### src/inc/arc_pkg.sv
// package for the converter result, compare, configuration and pin-control registers.
// assumes a 32-bit avalon-mm slave with word addressing by byte address.
package arc_pkg;

    // ==========================================================
    // register byte offsets
    localparam logic [4:0] OFF_RES_HIGH  = 5'h00;
    localparam logic [4:0] OFF_RES_LOW   = 5'h04;
    localparam logic [4:0] OFF_CMP_HIGH  = 5'h08;
    localparam logic [4:0] OFF_CMP_LOW   = 5'h0C;
    localparam logic [4:0] OFF_CONFIG    = 5'h10;
    localparam logic [4:0] OFF_PIN_BANK0 = 5'h14;
    localparam logic [4:0] OFF_PIN_BANK1 = 5'h18;
    localparam logic [4:0] OFF_CMP_CTRL  = 5'h1C;

    // ==========================================================
    // configuration fields
    localparam int CFG_LOW_POWER_BIT = 7;
    localparam int CFG_DIV_LSB       = 5;
    localparam int CFG_LONG_SMP_BIT  = 4;
    localparam int CFG_MODE_LSB      = 2;
    localparam int CFG_ICLK_LSB      = 0;
    localparam logic [1:0] MODE_8BIT  = 2'h0;
    localparam logic [1:0] MODE_10BIT = 2'h2;
    localparam logic [1:0] ICLK_BUS   = 2'h0;
    localparam logic [1:0] ICLK_BUS_HALF = 2'h1;
    localparam logic [1:0] ICLK_ALT   = 2'h2;
    localparam logic [1:0] ICLK_ASYNC = 2'h3;

    // compare control register fields
    localparam int CC_ENABLE_BIT = 0;
    localparam int CC_GE_BIT     = 1;
    localparam int CC_CONVERSION_COMPLETE_FLAG_BIT   = 2;

    // ==========================================================
    // reset values
    localparam logic [7:0] RST_CONFIG = 8'h00;
    localparam logic [7:0] RST_BYTE   = 8'h00;

    // waitrequest is high for this many cycles before each answer
    localparam int WAIT_CYCLES = 1;

endpackage

### src/design/arc_regs.sv
// register-side logic of a successive approximation converter.
// assumes an avalon-mm master on MCLK and a converter core that pulses
// CORE_DONE with CORE_RESULT for one MCLK cycle per finished conversion.

// How it works
// - 10-bit mode: result_high bits 1:0 hold result bits 9:8.
// - 8-bit mode: result_high reads as zero.
// - results load on completion unless compare enabled and condition false.
// - 10-bit mode: reading result_high locks results until result_low is read or the mode changes.
// - a completion during the lock is discarded.
// - 8-bit mode: reads create no lock.
// - a mode change makes stored results invalid until the next completion.
// - result_low holds low eight bits of 10-bit or the whole 8-bit result.
// - compare high bits used in 10-bit mode only.
// - compare low eight bits compared in both modes.
// - config bit 7 selects high-speed or low-power operating point.
// - config bits 6:5 divide the selected clock by 1, 2, 4 or 8.
// - config bit 4 selects short or long sample time.
// - config bits 3:2: 00 is 8-bit, 10 is 10-bit, others reserved.
// - config bits 1:0 select bus, bus/2, alternate or async clock.
// - bank0 bit n detaches pin of channel n, channels 0 to 7.
// - bank1 bit n detaches pin of channel 8+n, channels 8 to 15.
// - compare holds when below, or when greater-equal with option set.
// - transfer to result registers sets the completion flag.
// - detached pin: output tri-stated, input reads zero, pullup off.
// - after reset the clock source is the bus clock.
module arc_regs #(
    parameter int NCH = 16
) (
    input  wire logic              MCLK,
    input  wire logic              RST,
    input  wire logic [4:0]        AVS_ADDRESS,
    input  wire logic              AVS_READ,
    input  wire logic              AVS_WRITE,
    input  wire logic [31:0]       AVS_WRITEDATA,
    input  wire logic [3:0]        AVS_BYTEENABLE,
    output logic      [31:0]       AVS_READDATA,
    output logic                   AVS_WAITREQUEST,
    output logic                   AVS_RESPONSE_ERR,
    input  wire logic              CORE_DONE,
    input  wire logic [9:0]        CORE_RESULT,
    output logic                   LOW_POWER_SELECT,
    output logic      [1:0]        CLOCK_DIVIDE_SELECT,
    output logic                   LONG_SAMPLE_SELECT,
    output logic      [1:0]        CONVERSION_MODE,
    output logic      [1:0]        INPUT_CLOCK_SELECT,
    output logic                   RESULT_VALID,
    input  wire logic              ALTERNATE_CLOCK,
    input  wire logic              ASYNC_CONVERTER_CLOCK,
    output logic                   CONVERTER_CLOCK,
    input  wire logic [NCH-1:0]    PORT_OUT,
    input  wire logic [NCH-1:0]    PORT_OE,
    input  wire logic [NCH-1:0]    PORT_PULLUP,
    input  wire logic [NCH-1:0]    PIN_IN,
    output logic      [NCH-1:0]    PIN_OUT,
    output logic      [NCH-1:0]    PIN_OE,
    output logic      [NCH-1:0]    PIN_PULLUP,
    output logic      [NCH-1:0]    PORT_IN
);

    // ==========================================================
    // registers
    logic [7:0]     config_r;
    logic [7:0]     cmp_high_r;
    logic [7:0]     cmp_low_r;
    logic [7:0]     bank0_r;
    logic [7:0]     bank1_r;
    logic           cmp_en_r;
    logic           cmp_ge_r;
    logic           conversion_complete_flag_r;
    logic [9:0]     result_r;
    logic           lock_r;
    logic           valid_r;
    logic           wait_r;
    logic [31:0]    rdata_r;
    logic           err_r;

    logic           access;
    logic           take;
    logic           early;
    logic           wr_take;
    logic           rd_take;
    logic           mode10;
    logic [9:0]     cmp_val;
    logic [9:0]     res_cmp;
    logic           cond;
    logic           load;
    logic [7:0]     wr_byte;
    logic [7:0]     cfg_nxt;
    logic           mapped;

    assign access  = AVS_READ | AVS_WRITE;
    // first edge of a request latches read data, the second is the answer edge
    // where writes and read side effects land, so both match what the master sees
    assign early   = access & ~wait_r;
    assign take    = access & wait_r;
    assign wr_take = take & AVS_WRITE;
    assign rd_take = take & AVS_READ;
    assign wr_byte = AVS_BYTEENABLE[0] ? AVS_WRITEDATA[7:0] : 8'h00;
    assign mode10  = (config_r[arc_pkg::CFG_MODE_LSB +: 2] == arc_pkg::MODE_10BIT);
    assign mapped  = (AVS_ADDRESS[1:0] == 2'h0);

    // ==========================================================
    // bus handshake
    always_ff @(posedge MCLK or posedge RST) begin
        if (RST) begin
            wait_r <= 1'b0;
        end else begin
            wait_r <= access & ~wait_r;
        end
    end

    assign AVS_WAITREQUEST = access & wait_r ? 1'b0 : access;

    // ==========================================================
    // writable registers; byte lane 0 only
    always_comb begin
        cfg_nxt = config_r;
        if (wr_take && AVS_BYTEENABLE[0] && AVS_ADDRESS == arc_pkg::OFF_CONFIG) begin
            cfg_nxt = AVS_WRITEDATA[7:0];
        end
    end

    always_ff @(posedge MCLK or posedge RST) begin
        if (RST) begin
            config_r   <= arc_pkg::RST_CONFIG;
            cmp_high_r <= arc_pkg::RST_BYTE;
            cmp_low_r  <= arc_pkg::RST_BYTE;
            bank0_r    <= arc_pkg::RST_BYTE;
            bank1_r    <= arc_pkg::RST_BYTE;
            cmp_en_r   <= 1'b0;
            cmp_ge_r   <= 1'b0;
        end else begin
            config_r <= cfg_nxt;
            if (wr_take && AVS_BYTEENABLE[0]) begin
                case (AVS_ADDRESS)
                    arc_pkg::OFF_CMP_HIGH:  cmp_high_r <= {6'h00, wr_byte[1:0]};
                    arc_pkg::OFF_CMP_LOW:   cmp_low_r  <= wr_byte;
                    arc_pkg::OFF_PIN_BANK0: bank0_r    <= wr_byte;
                    arc_pkg::OFF_PIN_BANK1: bank1_r    <= wr_byte;
                    arc_pkg::OFF_CMP_CTRL: begin
                        cmp_en_r <= wr_byte[arc_pkg::CC_ENABLE_BIT];
                        cmp_ge_r <= wr_byte[arc_pkg::CC_GE_BIT];
                    end
                    default: ;
                endcase
            end
        end
    end

    // ==========================================================
    // compare and result transfer
    always_comb begin
        cmp_val = mode10 ? {cmp_high_r[1:0], cmp_low_r}
                         : {2'b00, cmp_low_r};
        res_cmp = mode10 ? CORE_RESULT : {2'b00, CORE_RESULT[7:0]};
        cond    = cmp_ge_r ? (res_cmp >= cmp_val) : (res_cmp < cmp_val);
        load    = CORE_DONE && !lock_r && (!cmp_en_r || cond);
    end

    always_ff @(posedge MCLK or posedge RST) begin
        if (RST) begin
            result_r <= 10'h000;
            valid_r  <= 1'b0;
        end else if (load) begin
            result_r <= mode10 ? CORE_RESULT : {2'b00, CORE_RESULT[7:0]};
            valid_r  <= 1'b1;
        end else if (cfg_nxt[arc_pkg::CFG_MODE_LSB +: 2] != config_r[arc_pkg::CFG_MODE_LSB +: 2]) begin
            valid_r  <= 1'b0;
        end
    end

    // lock is armed by a high read in 10-bit mode, released by a low read
    always_ff @(posedge MCLK or posedge RST) begin
        if (RST) begin
            lock_r <= 1'b0;
        end else if (rd_take && AVS_ADDRESS == arc_pkg::OFF_RES_LOW) begin
            lock_r <= 1'b0;
        end else if (cfg_nxt[arc_pkg::CFG_MODE_LSB +: 2] != CONVERSION_MODE) begin
            // a lock left from 10-bit mode must not hold back 8-bit results
            lock_r <= 1'b0;
        end else if (rd_take && AVS_ADDRESS == arc_pkg::OFF_RES_HIGH && mode10) begin
            lock_r <= 1'b1;
        end
    end

    // completion flag: set wins over the clear by a compare-control write
    always_ff @(posedge MCLK or posedge RST) begin
        if (RST) begin
            conversion_complete_flag_r <= 1'b0;
        end else if (load) begin
            conversion_complete_flag_r <= 1'b1;
        end else if (rd_take && AVS_ADDRESS == arc_pkg::OFF_RES_LOW) begin
            conversion_complete_flag_r <= 1'b0;
        end else if (wr_take && AVS_ADDRESS == arc_pkg::OFF_CMP_CTRL) begin
            conversion_complete_flag_r <= 1'b0;
        end
    end

    // ==========================================================
    // read data
    always_ff @(posedge MCLK or posedge RST) begin
        if (RST) begin
            rdata_r <= 32'h0000_0000;
            err_r   <= 1'b0;
        end else if (early) begin
            rdata_r <= 32'h0000_0000;
            err_r   <= 1'b0;
            if (AVS_READ) begin
                case (AVS_ADDRESS)
                    arc_pkg::OFF_RES_HIGH:
                        rdata_r[1:0] <= mode10 ? result_r[9:8] : 2'b00;
                    arc_pkg::OFF_RES_LOW:   rdata_r[7:0] <= result_r[7:0];
                    arc_pkg::OFF_CMP_HIGH:  rdata_r[7:0] <= cmp_high_r;
                    arc_pkg::OFF_CMP_LOW:   rdata_r[7:0] <= cmp_low_r;
                    arc_pkg::OFF_CONFIG:    rdata_r[7:0] <= config_r;
                    arc_pkg::OFF_PIN_BANK0: rdata_r[7:0] <= bank0_r;
                    arc_pkg::OFF_PIN_BANK1: rdata_r[7:0] <= bank1_r;
                    arc_pkg::OFF_CMP_CTRL:
                        rdata_r[2:0] <= {conversion_complete_flag_r, cmp_ge_r, cmp_en_r};
                    default: err_r <= 1'b1;
                endcase
            end else if (!mapped || AVS_ADDRESS > arc_pkg::OFF_CMP_CTRL) begin
                err_r <= 1'b1;
            end
        end
    end

    assign AVS_READDATA     = rdata_r;
    assign AVS_RESPONSE_ERR = err_r;
    assign RESULT_VALID     = valid_r;

    // ==========================================================
    // configuration outputs
    assign LOW_POWER_SELECT    = config_r[arc_pkg::CFG_LOW_POWER_BIT];
    assign CLOCK_DIVIDE_SELECT = config_r[arc_pkg::CFG_DIV_LSB +: 2];
    assign LONG_SAMPLE_SELECT  = config_r[arc_pkg::CFG_LONG_SMP_BIT];
    assign CONVERSION_MODE     = config_r[arc_pkg::CFG_MODE_LSB +: 2];
    assign INPUT_CLOCK_SELECT  = config_r[arc_pkg::CFG_ICLK_LSB +: 2];

    // ==========================================================
    // converter clock: external sources are sampled, so this is an enable-rate
    // approximation of the real clock tree, limited to below MCLK/2 for the alternate and async sources
    logic [1:0] alt_s;
    logic [1:0] async_s;
    logic       half_r;
    logic       src_prev_r;
    logic       src;
    logic [2:0] div_cnt_r;
    logic [2:0] div_max;
    logic       ck_r;

    always_ff @(posedge MCLK or posedge RST) begin
        if (RST) begin
            alt_s   <= 2'b00;
            async_s <= 2'b00;
            half_r  <= 1'b0;
        end else begin
            alt_s   <= {alt_s[0], ALTERNATE_CLOCK};
            async_s <= {async_s[0], ASYNC_CONVERTER_CLOCK};
            half_r  <= ~half_r;
        end
    end

    always_comb begin
        case (INPUT_CLOCK_SELECT)
            arc_pkg::ICLK_BUS:      src = 1'b1;
            arc_pkg::ICLK_BUS_HALF: src = half_r;
            arc_pkg::ICLK_ALT:      src = alt_s[1] & ~src_prev_r;
            arc_pkg::ICLK_ASYNC:    src = async_s[1] & ~src_prev_r;
            default:                src = 1'b1;
        endcase
        case (CLOCK_DIVIDE_SELECT)
            2'h0:    div_max = 3'h0;
            2'h1:    div_max = 3'h1;
            2'h2:    div_max = 3'h3;
            default: div_max = 3'h7;
        endcase
    end

    always_ff @(posedge MCLK or posedge RST) begin
        if (RST) begin
            src_prev_r <= 1'b0;
            div_cnt_r  <= 3'h0;
            ck_r       <= 1'b0;
        end else begin
            src_prev_r <= (INPUT_CLOCK_SELECT == arc_pkg::ICLK_ALT) ? alt_s[1] : async_s[1];
            ck_r       <= 1'b0;
            if (src) begin
                if (div_cnt_r >= div_max) begin
                    div_cnt_r <= 3'h0;
                    ck_r      <= 1'b1;
                end else begin
                    div_cnt_r <= div_cnt_r + 3'h1;
                end
            end
        end
    end

    assign CONVERTER_CLOCK = ck_r;

    // ==========================================================
    // pin detach, one entry per channel
    genvar gi;
    generate
        for (gi = 0; gi < NCH; gi++) begin : g_pin
            logic det;
            if (gi < 8) begin : g_b0
                assign det = bank0_r[gi];
            end else begin : g_b1
                assign det = bank1_r[gi-8];
            end
            assign PIN_OUT[gi]    = PORT_OUT[gi];
            assign PIN_OE[gi]     = PORT_OE[gi] & ~det;
            assign PIN_PULLUP[gi] = PORT_PULLUP[gi] & ~det;
            assign PORT_IN[gi]    = PIN_IN[gi] & ~det;
        end
    endgenerate

    // ==========================================================
    // checks
    lock_blocks_a: assert property (@(posedge MCLK) disable iff (RST)
        lock_r && CORE_DONE |=> $stable(result_r))
        else $error("result changed while locked");
    high_read_lock_a: assert property (@(posedge MCLK) disable iff (RST)
        rd_take && AVS_ADDRESS == arc_pkg::OFF_RES_HIGH && mode10 |=> lock_r)
        else $error("high read did not lock");
    no_lock_8bit_a: assert property (@(posedge MCLK) disable iff (RST)
        !mode10 |-> !lock_r)
        else $error("lock in 8-bit mode");
    low_read_free_a: assert property (@(posedge MCLK) disable iff (RST)
        rd_take && AVS_ADDRESS == arc_pkg::OFF_RES_LOW |=> !lock_r)
        else $error("low read did not release");
    cmp_block_a: assert property (@(posedge MCLK) disable iff (RST)
        CORE_DONE && cmp_en_r && !cond |=> $stable(result_r))
        else $error("failed compare stored result");
    conversion_complete_flag_set_a: assert property (@(posedge MCLK) disable iff (RST)
        load |=> conversion_complete_flag_r && result_r == $past(res_cmp))
        else $error("transfer did not set flag");
    high_zero_a: assert property (@(posedge MCLK) disable iff (RST)
        rd_take && AVS_ADDRESS == arc_pkg::OFF_RES_HIGH && !mode10 |=> AVS_READDATA == 32'h0)
        else $error("high result not zero in 8-bit");
    mode_invalid_a: assert property (@(posedge MCLK) disable iff (RST)
        !load && cfg_nxt[arc_pkg::CFG_MODE_LSB +: 2] != CONVERSION_MODE |=> !valid_r)
        else $error("mode change kept result valid");
    pin_detach_a: assert property (@(posedge MCLK) disable iff (RST)
        bank0_r[0] |-> !PIN_OE[0] && !PORT_IN[0] && !PIN_PULLUP[0])
        else $error("detached pin still driven");
    div_rate_a: assert property (@(posedge MCLK) disable iff (RST)
        ck_r && INPUT_CLOCK_SELECT == arc_pkg::ICLK_BUS && CLOCK_DIVIDE_SELECT == 2'h1
        && $stable(config_r) ##1 $stable(config_r) |-> !ck_r ##1 ck_r)
        else $error("divide by two rate wrong");
    // writes land only at the answer edge
    cfg_write_a: assert property (@(posedge MCLK) disable iff (RST)
        wr_take && AVS_BYTEENABLE[0] && AVS_ADDRESS == arc_pkg::OFF_CONFIG
        |=> {24'h000000, config_r} == ($past(AVS_WRITEDATA) & 32'h0000_00FF))
        else $error("config write did not land");
    bank1_detach_a: assert property (@(posedge MCLK) disable iff (RST)
        bank1_r[7] |-> !PIN_OE[15] && !PORT_IN[15] && !PIN_PULLUP[15])
        else $error("detached high pin still driven");
    result8_high_a: assert property (@(posedge MCLK) disable iff (RST)
        load && !mode10 |=> result_r[9:8] == 2'b00)
        else $error("8-bit result kept upper bits");
    cmp_high_ignored_a: assert property (@(posedge MCLK) disable iff (RST)
        CORE_DONE && !lock_r && !mode10 && cmp_en_r && cmp_ge_r
        && CORE_RESULT[7:0] >= cmp_low_r |=> conversion_complete_flag_r)
        else $error("8-bit compare used high bits");
    conversion_complete_flag_set_wins_a: assert property (@(posedge MCLK) disable iff (RST)
        load && wr_take && AVS_ADDRESS == arc_pkg::OFF_CMP_CTRL |=> conversion_complete_flag_r)
        else $error("flag clear beat the set");

endmodule

### config.mk
export PLATFORM = sky130hd
export DESIGN_NAME = arc_regs
export DESIGN_NICKNAME = d
export VERILOG_FILES = /design/src/inc/arc_pkg.sv /design/src/design/arc_regs.sv
export SDC_FILE = /design/constraint.sdc
export NUM_CORES = 1
export LEC_CHECK = 0
export ABC_CLOCK_PERIOD_IN_PS = 3700
export BUFFER_PORTS_ARGS = -buffer_cell sky130_fd_sc_hd__buf_2
export CAP_MARGIN = 20
export CORE_ASPECT_RATIO = 0.6
export CORE_MARGIN = 4
export CORE_UTILIZATION = 29
export CTS_CLUSTER_SIZE = 20
export DETAILED_ROUTE_END_ITERATION = 10
export PLACE_DENSITY = 0.67
export SLEW_MARGIN = 10
export SYNTH_ARGS = -nofsm -noshare
export SYNTH_HDL_FRONTEND = slang
export SYNTH_SLANG_ARGS = --single-unit
### constraint.sdc
create_clock -name MCLK -period 3.7 [get_ports MCLK]
set_input_delay 0.74 -clock MCLK [delete_from_list [all_inputs] [get_ports MCLK]]
set_output_delay 0.74 -clock MCLK [all_outputs]
set_load 0.02 [all_outputs]
==> summary.txt, run 1 <==
Clock network
  • Clock transition at path regs: 60 ps
  • CTS H-tree depth: 3
  • Root Driver: clkbuf_16
  • Worst-skew pair later-pin latency: 340 ps
  • TritonCTS clock tree: built
  • Setup repair bufs after CTS: 0
  • Hold_buf cts: 0
  • Number of CTS-inserted buffers: 9
  • PostCTS Resize Cnt: 0
  • Bufs on Longest Clock Path: 2
  • Num Clock Sinks: 69

Synthesis
  • Synth top cells by count: dfrtp_1 (69), nor2b_1 (50), buf_4 (40), mux2_2 (31), nand2_1 (31)
  • Synth top area cells: dfrtp_1 (43%), mux2_2 (8.8%), nor2b_1 (7.9%)
  • Seq/Total Area, Yosys: 43.4%
  • Synth Warn #: 0
  • Ys flop type: dfrtp_1
  • Cell variety after synth: 46
  • Number of synthesized flops with an enable pin: 0
  • Syn Std Cell Area: 0.00398 mm²
  • Synth async-reset ratio: 100%
  • Cell taking the most area after synthesis: dfrtp_1
  • Most common cell in the synthesized netlist: dfrtp_1
  • Yosys reg bits: 69
  • Average cell area after synthesis: 10.5 µm²
  • Top cell type's share of synthesized area: 43.4%
  • Synth Instances: 380

Detailed routing
  • Uppermost routed layer: met4
  • Routed WL: 12200 µm
  • Met1 wire length: 5650 µm
  • DRC: 0
  • Initial DRC Count: 220
  • Vias: 3303
  • Routed wire length per instance: 17.5 µm
  • Met2 Wirelength: 5110 µm
  • Via/cell ratio: 4.76
  • ANT nets after route: 0
  • DRT Pass-1 Iters: 5
  • Detail Route met3 WL: 1270 µm

Pwr
  • Leakage: 2.67 nW
  • Sequential share of power: 38.3%
  • Pwr Total: 0.00236 W
  • Logic pwr share: between 20% and 30%
  • IR drop worst, VDD: 0.184 mV
  • P_int: 0.00171 W
  • Switching power total: 0.000652 W
  • Sw Share: 27.6%
  • Pwr dens: 463 mW/mm²
  • Clock power frac: between 40% and 50%

Setup path
  • FF-to-FF Start: config_r[3]
  • Crit path DAT: 3270 ps
  • Critical Path, Cell by Cell: nor2b_1 -> and2_1 -> ha_1 -> o21ai_0 -> nor2_1 -> a2111oi_2 -> mux2i_1 -> buf_4 -> mux2_2
  • Worst Reg2Reg Path Length in Cells: 9
  • Crit. End Element: flip-flop
  • CP max stage delay: 460 ps
  • Worst Setup Path Type: reg2reg
  • Flop2flop setup slack: 650 ps
  • Reg2reg end: result_r[7]
  • WP data required: 3920 ps
  • Startpoint Class: flip-flop
  • Max FO, Critical Path: 9
  • Worst Path Buf+Inv: 1
  • Slowest cell on the critical path: dfrtp_1
  • Crit path max-delay family: simple AND/OR/NAND/NOR gates

Floorplanning
  • Die W: 159 µm
  • Die Area: 0.0157 mm²
  • Core box area: 0.0131 mm²
  • Row cnt: 32
  • Starting Density: between 30% and 40%
  • Die Y: 98.7 µm
  • Top-Level Pins: 230

Final layout
  • Fill cells: 1300
  • Share of layout cells above drive strength 1: 41.4%
  • Antenna Cells: 0
  • Core Util, Final: 38.7%
  • Synth-to-layout area growth: 27.9%
  • Nets: 655

Flow run
  • Max-cap violations: 0

Timing
  • Worst Tran Pin Value: between 700 and 800 ps
  • Clock Skews: roughly 5.5 ps
  • Final Hold Viols: 0
  • Setup violators final: 0
  • Final Critical Period: roughly 3000 ps
  • Setup WS post-layout: 653 ps
  • FMAX: between 0.3 and 0.4 GHz
  • RSZ-0062 raised after global routing: no
  • Fin Setup TNS: 0 ps
  • Final period util: between 80 and 90%
  • Worst hold margin: 353 ps
  • Slew margin rel.: 52.7%
  • Slew Viols, Final: 0

Min path
  • Worst hold endpoint: async_s[1]
  • Hold path depth: 0
  • HP Class: reg2reg
  • Worst Min Path Start: async_s[0]

Place
  • DP Wirelength: around 9500 µm
  • Post-Place Worst Slack: slightly below 700 ps
  • Port Buffers: 146
  • Routability cong.: 0.877

Global routing
  • Largest net degree at the start of global routing: 50
  • Gr ovfl total: 0
  • GRT Util Overall: 15.5%
  • Vias in the first global route: 3324
  • First-pass GRT wire length: 18900 µm
  • Initial antenna violation count: 0

Status
  • Status: completed
## sequential cells by signal, indices dropped and copies added, names as in the netlist
| register | cells |
|---|---|
| result_r | 10 |
| AVS_READDATA | 8 |
| bank0_r | 8 |
| bank1_r | 8 |
| cmp_low_r | 8 |
| config_r | 8 |
| div_cnt_r | 3 |
| alt_s | 2 |
| async_s | 2 |
| cmp_high_r | 2 |
| AVS_RESPONSE_ERR | 1 |
| CONVERTER_CLOCK | 1 |
| RESULT_VALID | 1 |
| cmp_en_r | 1 |
| cmp_ge_r | 1 |
| conversion_complete_flag_r | 1 |
| half_r | 1 |
| lock_r | 1 |
| src_prev_r | 1 |
| wait_r | 1 |
## cells in the final DEF (no fill, tap or decap), types with 8 or more instances in the layout
master	count
conb_1	24
inv_1	19
buf_2	146
clkbuf_16	9
dfrtp_1	69
nor2b_1	50
mux2_2	31
a22oi_1	9
nand2_1	31
mux2_4	8
ha_1	14
o21ai_0	16
buf_4	10
## cell families after synthesis
kind of cell | count (synthesis) | share of synthesized area [%]
AO/OA/AOI/OAI | 62 | 11.3
XOR/XNOR | 2 | 0.440
adder cells (fa/ha/maj) | 14 | 4.40
buffers and inverters | 72 | 10.9
flip-flops | 69 | 43.4
multiplexers | 41 | 12.3
other | 1 | 0.0943
AND/OR/NAND/NOR | 119 | 17.1
## cell type report
class                      instances  area, µm²  share of cell area [%]
clock buffer                      13        280                    5.51
clock inverter                     3       65.1                    1.28
inverter                          20       75.1                    1.48
multi-input combinational        262       1900                    37.4
sequential                        69       1730                    33.9
tap                              170        213                    4.18
timing repair buffer             157        826                    16.2
## layer usage
metal,up-vias,GRT usage [%]
li1,1543,-
met1,1584,21.4
met2,162,22.3
met3,14,6.98
met4,0,3.53
met5,-,0
## how the worst max path moves through the flow
stage	from	end	cells after the start
2_1_floorplan	config_r[3]	result_r[0]	9
3_3_place_gp	config_r[3]	result_r[8]	9
3_5_place_dp	config_r[3]	result_r[7]	9
4_1_cts	config_r[3]	result_r[7]	9
5_1_grt	config_r[3]	result_r[7]	9
6_report	config_r[3]	result_r[7]	9
## power groups by stage
stage / clock, W / sequential (W) / combinational (W)
2_1_floorplan: 0 / 0.000910 / 0.000355
3_3_place_gp: 0 / 0.000912 / 0.000468
3_5_place_dp: 0 / 0.000916 / 0.000476
4_1_cts: 0.000998 / 0.000903 / 0.000478
5_1_grt: 0.00103 / 0.000916 / 0.000524
6_report: 0.000979 / 0.000903 / 0.000476
## through the flow
step,instances,instance area (µm²)
after global placement,677,4720
final,694,5090
after CTS,693,5070
after floorplan,403,4060
after global routing,694,5090
after detailed placement,677,4720
Power figures use the tool's default switching activity.
==> run 2: changes to the inputs <==
--- a/config.mk
+++ b/config.mk
@@ -5,7 +5,7 @@
 export SDC_FILE = /design/constraint.sdc
 export NUM_CORES = 1
 export LEC_CHECK = 0
-export ABC_CLOCK_PERIOD_IN_PS = 3700
+export ABC_CLOCK_PERIOD_IN_PS = 2810
 export BUFFER_PORTS_ARGS = -buffer_cell sky130_fd_sc_hd__buf_2
 export CAP_MARGIN = 20
 export CORE_ASPECT_RATIO = 0.6
==> constraint.sdc (replaced) <==
create_clock -name MCLK -period 2.81 [get_ports MCLK]
set_input_delay 0.562 -clock MCLK [delete_from_list [all_inputs] [get_ports MCLK]]
set_output_delay 0.562 -clock MCLK [all_outputs]
set_load 0.02 [all_outputs]
==> run 2 against run 1 <==
Global-route usage increased by 0.071 points; power increased by 26%; die area unchanged.
==> summary.txt, run 2 (synthesized netlist as in run 1, its figures left out) <==
Status
  • Status: completed (unchanged)

Setup path
  • Worst Reg2Reg Path Length in Cells: 9 (unchanged)
  • CP max stage delay: 380 ps (was 460 ps)
  • Crit path DAT: 2820 ps (was 3270 ps)
  • Critical Path, Cell by Cell: nor2b_4 -> and2_1 -> ha_1 -> a211oi_2 -> nor2_1 -> a2111oi_4 -> mux2i_2 -> buf_6 -> mux2_2 (was nor2b_1 -> and2_1 -> ha_1 -> o21ai_0 -> nor2_1 -> a2111oi_2 -> mux2i_1 -> buf_4 -> mux2_2)
  • WP data required: 3030 ps (was 3920 ps)
  • Max FO, Critical Path: 6 (was 9)
  • FF-to-FF Start: config_r[3] (unchanged)
  • Worst Path Buf+Inv: 1 (unchanged)
  • Reg2reg end: result_r[7] (unchanged)
  • Worst Setup Path Type: reg2reg (unchanged)
  • Crit. End Element: flip-flop (unchanged)
  • Crit path max-delay family: multiplexers (was simple AND/OR/NAND/NOR gates)
  • Startpoint Class: flip-flop (unchanged)
  • Flop2flop setup slack: 210 ps (was 650 ps)
  • Slowest cell on the critical path: dfrtp_1 (unchanged)

Final layout
  • Max FFs per register: 10 (unchanged)
  • Share of layout cells above drive strength 1: 42.7% (was 41.4%)
  • Most frequent cells in the layout: buf_2 (146), dfrtp_1 (69), nor2b_1 (49) (was buf_2 (146), dfrtp_1 (69), nor2b_1 (50))
  • Commonest non-fill, non-tap cell in the layout: buf_2 (unchanged)
  • Fill cells: 1313 (was 1300)
  • Nets: 664 (was 655)
  • Antenna Cells: 0 (unchanged)
  • Synth-to-layout area growth: 28.9% (was 27.9%)
  • Largest Register: result_r (unchanged)
  • Final Cell Area: 0.00513 mm² (was 0.00509 mm²)

Clock network
  • Clock transition at path regs: 60 ps (about the same)
  • Hold_buf cts: 0 (unchanged)
  • Worst-skew pair later-pin latency: 340 ps (about the same)
  • Setup repair bufs after CTS: 0 (unchanged)
  • CTS H-tree depth: 3 (unchanged)
  • Number of CTS-inserted buffers: 9 (unchanged)
  • Root Driver: clkbuf_16 (unchanged)
  • Bufs on Longest Clock Path: 2 (unchanged)
  • TritonCTS clock tree: built (unchanged)
  • Num Clock Sinks: 69 (unchanged)

Timing
  • Worst Tran Pin Value: 712 ps (was 707 ps)
  • Setup violators final: 0 (unchanged)
  • RSZ-0062 raised after global routing: no (unchanged)
  • Final period util: 92.7% (was 82.4%)
  • Slew Viols, Final: 0 (unchanged)
  • Fin Setup TNS: 0 ps (unchanged)
  • Final Hold Viols: 0 (unchanged)
  • Final Critical Period: 2600 ps (was 3050 ps)
  • FMAX: 0.384 GHz (was 0.328 GHz)
  • Slew margin rel.: 52.1% (was 52.7%)
  • Clock Skews: 7.64 ps (was 5.54 ps)

Detailed routing
  • ANT nets after route: 0 (unchanged)
  • Initial DRC Count: 269 (was 220)
  • Vias: 3387 (was 3303)
  • DRT Pass-1 Iters: 5 (unchanged)
  • Routed wire length per instance: 17.6 µm (was 17.5 µm)
  • DRC: 0 (unchanged)
  • Routed WL: 12300 µm (was 12200 µm)
  • Via/cell ratio: 4.82 (was 4.76)

Global routing
  • Initial antenna violation count: 0 (unchanged)
  • First-pass GRT wire length: 19000 µm (was 18900 µm)
  • Largest net degree at the start of global routing: 41 (was 50)
  • Gr ovfl total: 0 (unchanged)
  • Vias in the first global route: 3393 (was 3324)
  • GRT Util Overall: 15.6% (was 15.5%)

Floorplanning
  • Die Area: 0.0157 mm² (unchanged)
  • Die Y: 98.7 µm (unchanged)
  • Core box area: 0.0131 mm² (unchanged)
  • Die W: 159 µm (unchanged)
  • Top-Level Pins: 230 (unchanged)
  • Row cnt: 32 (unchanged)
  • Starting Density: 30.3% (unchanged)

Place
  • Port Buffers: 146 (unchanged)
  • Routability cong.: 0.877 (about the same)
  • DP Wirelength: 9770 µm (was 9460 µm)
  • Dpl cell area: 0.00481 mm² (was 0.00472 mm²)

Flow run
  • Max-cap violations: 0 (unchanged)

Pwr
  • Leakage: 2.67 nW (about the same)
  • IR drop worst, VDD: 0.241 mV (was 0.184 mV)
  • Pwr dens: 577 mW/mm² (was 463 mW/mm²)

Min path
  • HP Class: in2async (was reg2reg)
run 2: where the power goes:
group	internal [W]	total, W	switching, W
combinational	0.000291	0.000655	0.000363
clock	0.000679	0.00111	0.000435
sequential	0.00110	0.00119	0.0000915
run 2: worst max-delay path by stage:
stage | start | to | slack, ps | depth (start not counted)
CTS | config_r[3] | result_r[7] | 60 | 9
global placement | CORE_RESULT[8] | result_r[7] | -40 | 9
global route | config_r[3] | result_r[7] | 50 | 9
floorplan | config_r[3] | result_r[0] | 100 | 9
detailed placement | CORE_RESULT[8] | result_r[7] | -40 | 9
finish | config_r[3] | result_r[7] | 210 | 9
run 2: final cells by class:
class                   count  area (µm²)  share of cell area, %
clock buffers               9         225                   4.39
clock inverters             6        65.1                   1.27
inverters                  20        75.1                   1.46
multi-input cells         262        1930                   37.6
flip-flops and latches     69        1730                   33.7
well taps                 170         213                   4.15
repair buffers            166         897                   17.5
run 2: worst reg2reg max path, stage by stage (launching register included):
cell and delay (ps):
dfrtp_1 380, nor2b_4 150, and2_1 180, ha_1 220, a211oi_2 190, nor2_1 100
a2111oi_4 370, mux2i_2 370, buf_6 190, mux2_2 330
run 2: metal layers:
layer / share of wire (%) / global-route usage [%]
met2: 42 / 22.8
met3: 9.0 / 4.97
met1: 48 / 22.7
met4: 0.86 / 3.13
met5: 0 / 0
run 2: per-stage QoR:
stage	cells	power (W)	worst slack (ps)	util [%]	hold WS (ps)
finish	702	0.00296	205	39.0	330
global route	702	0.00310	46.9	39.0	327
CTS	702	0.00298	64.9	38.9	322
detailed placement	687	0.00185	-35.6	36.6	338
global placement	687	0.00183	-36.6	36.6	337
floorplan	403	0.00167	99.5	-	331
run 2: repair_timing:
| action | in CTS | in global routing |
|---|---|---|
| pin swaps | 0 | 0 |
| endpoints found under the setup margin | 4 | 10 |
| cloned | 0 | 0 |
| resized for setup | 2 | 4 |
| endpoints found under the hold margin | 0 | 0 |
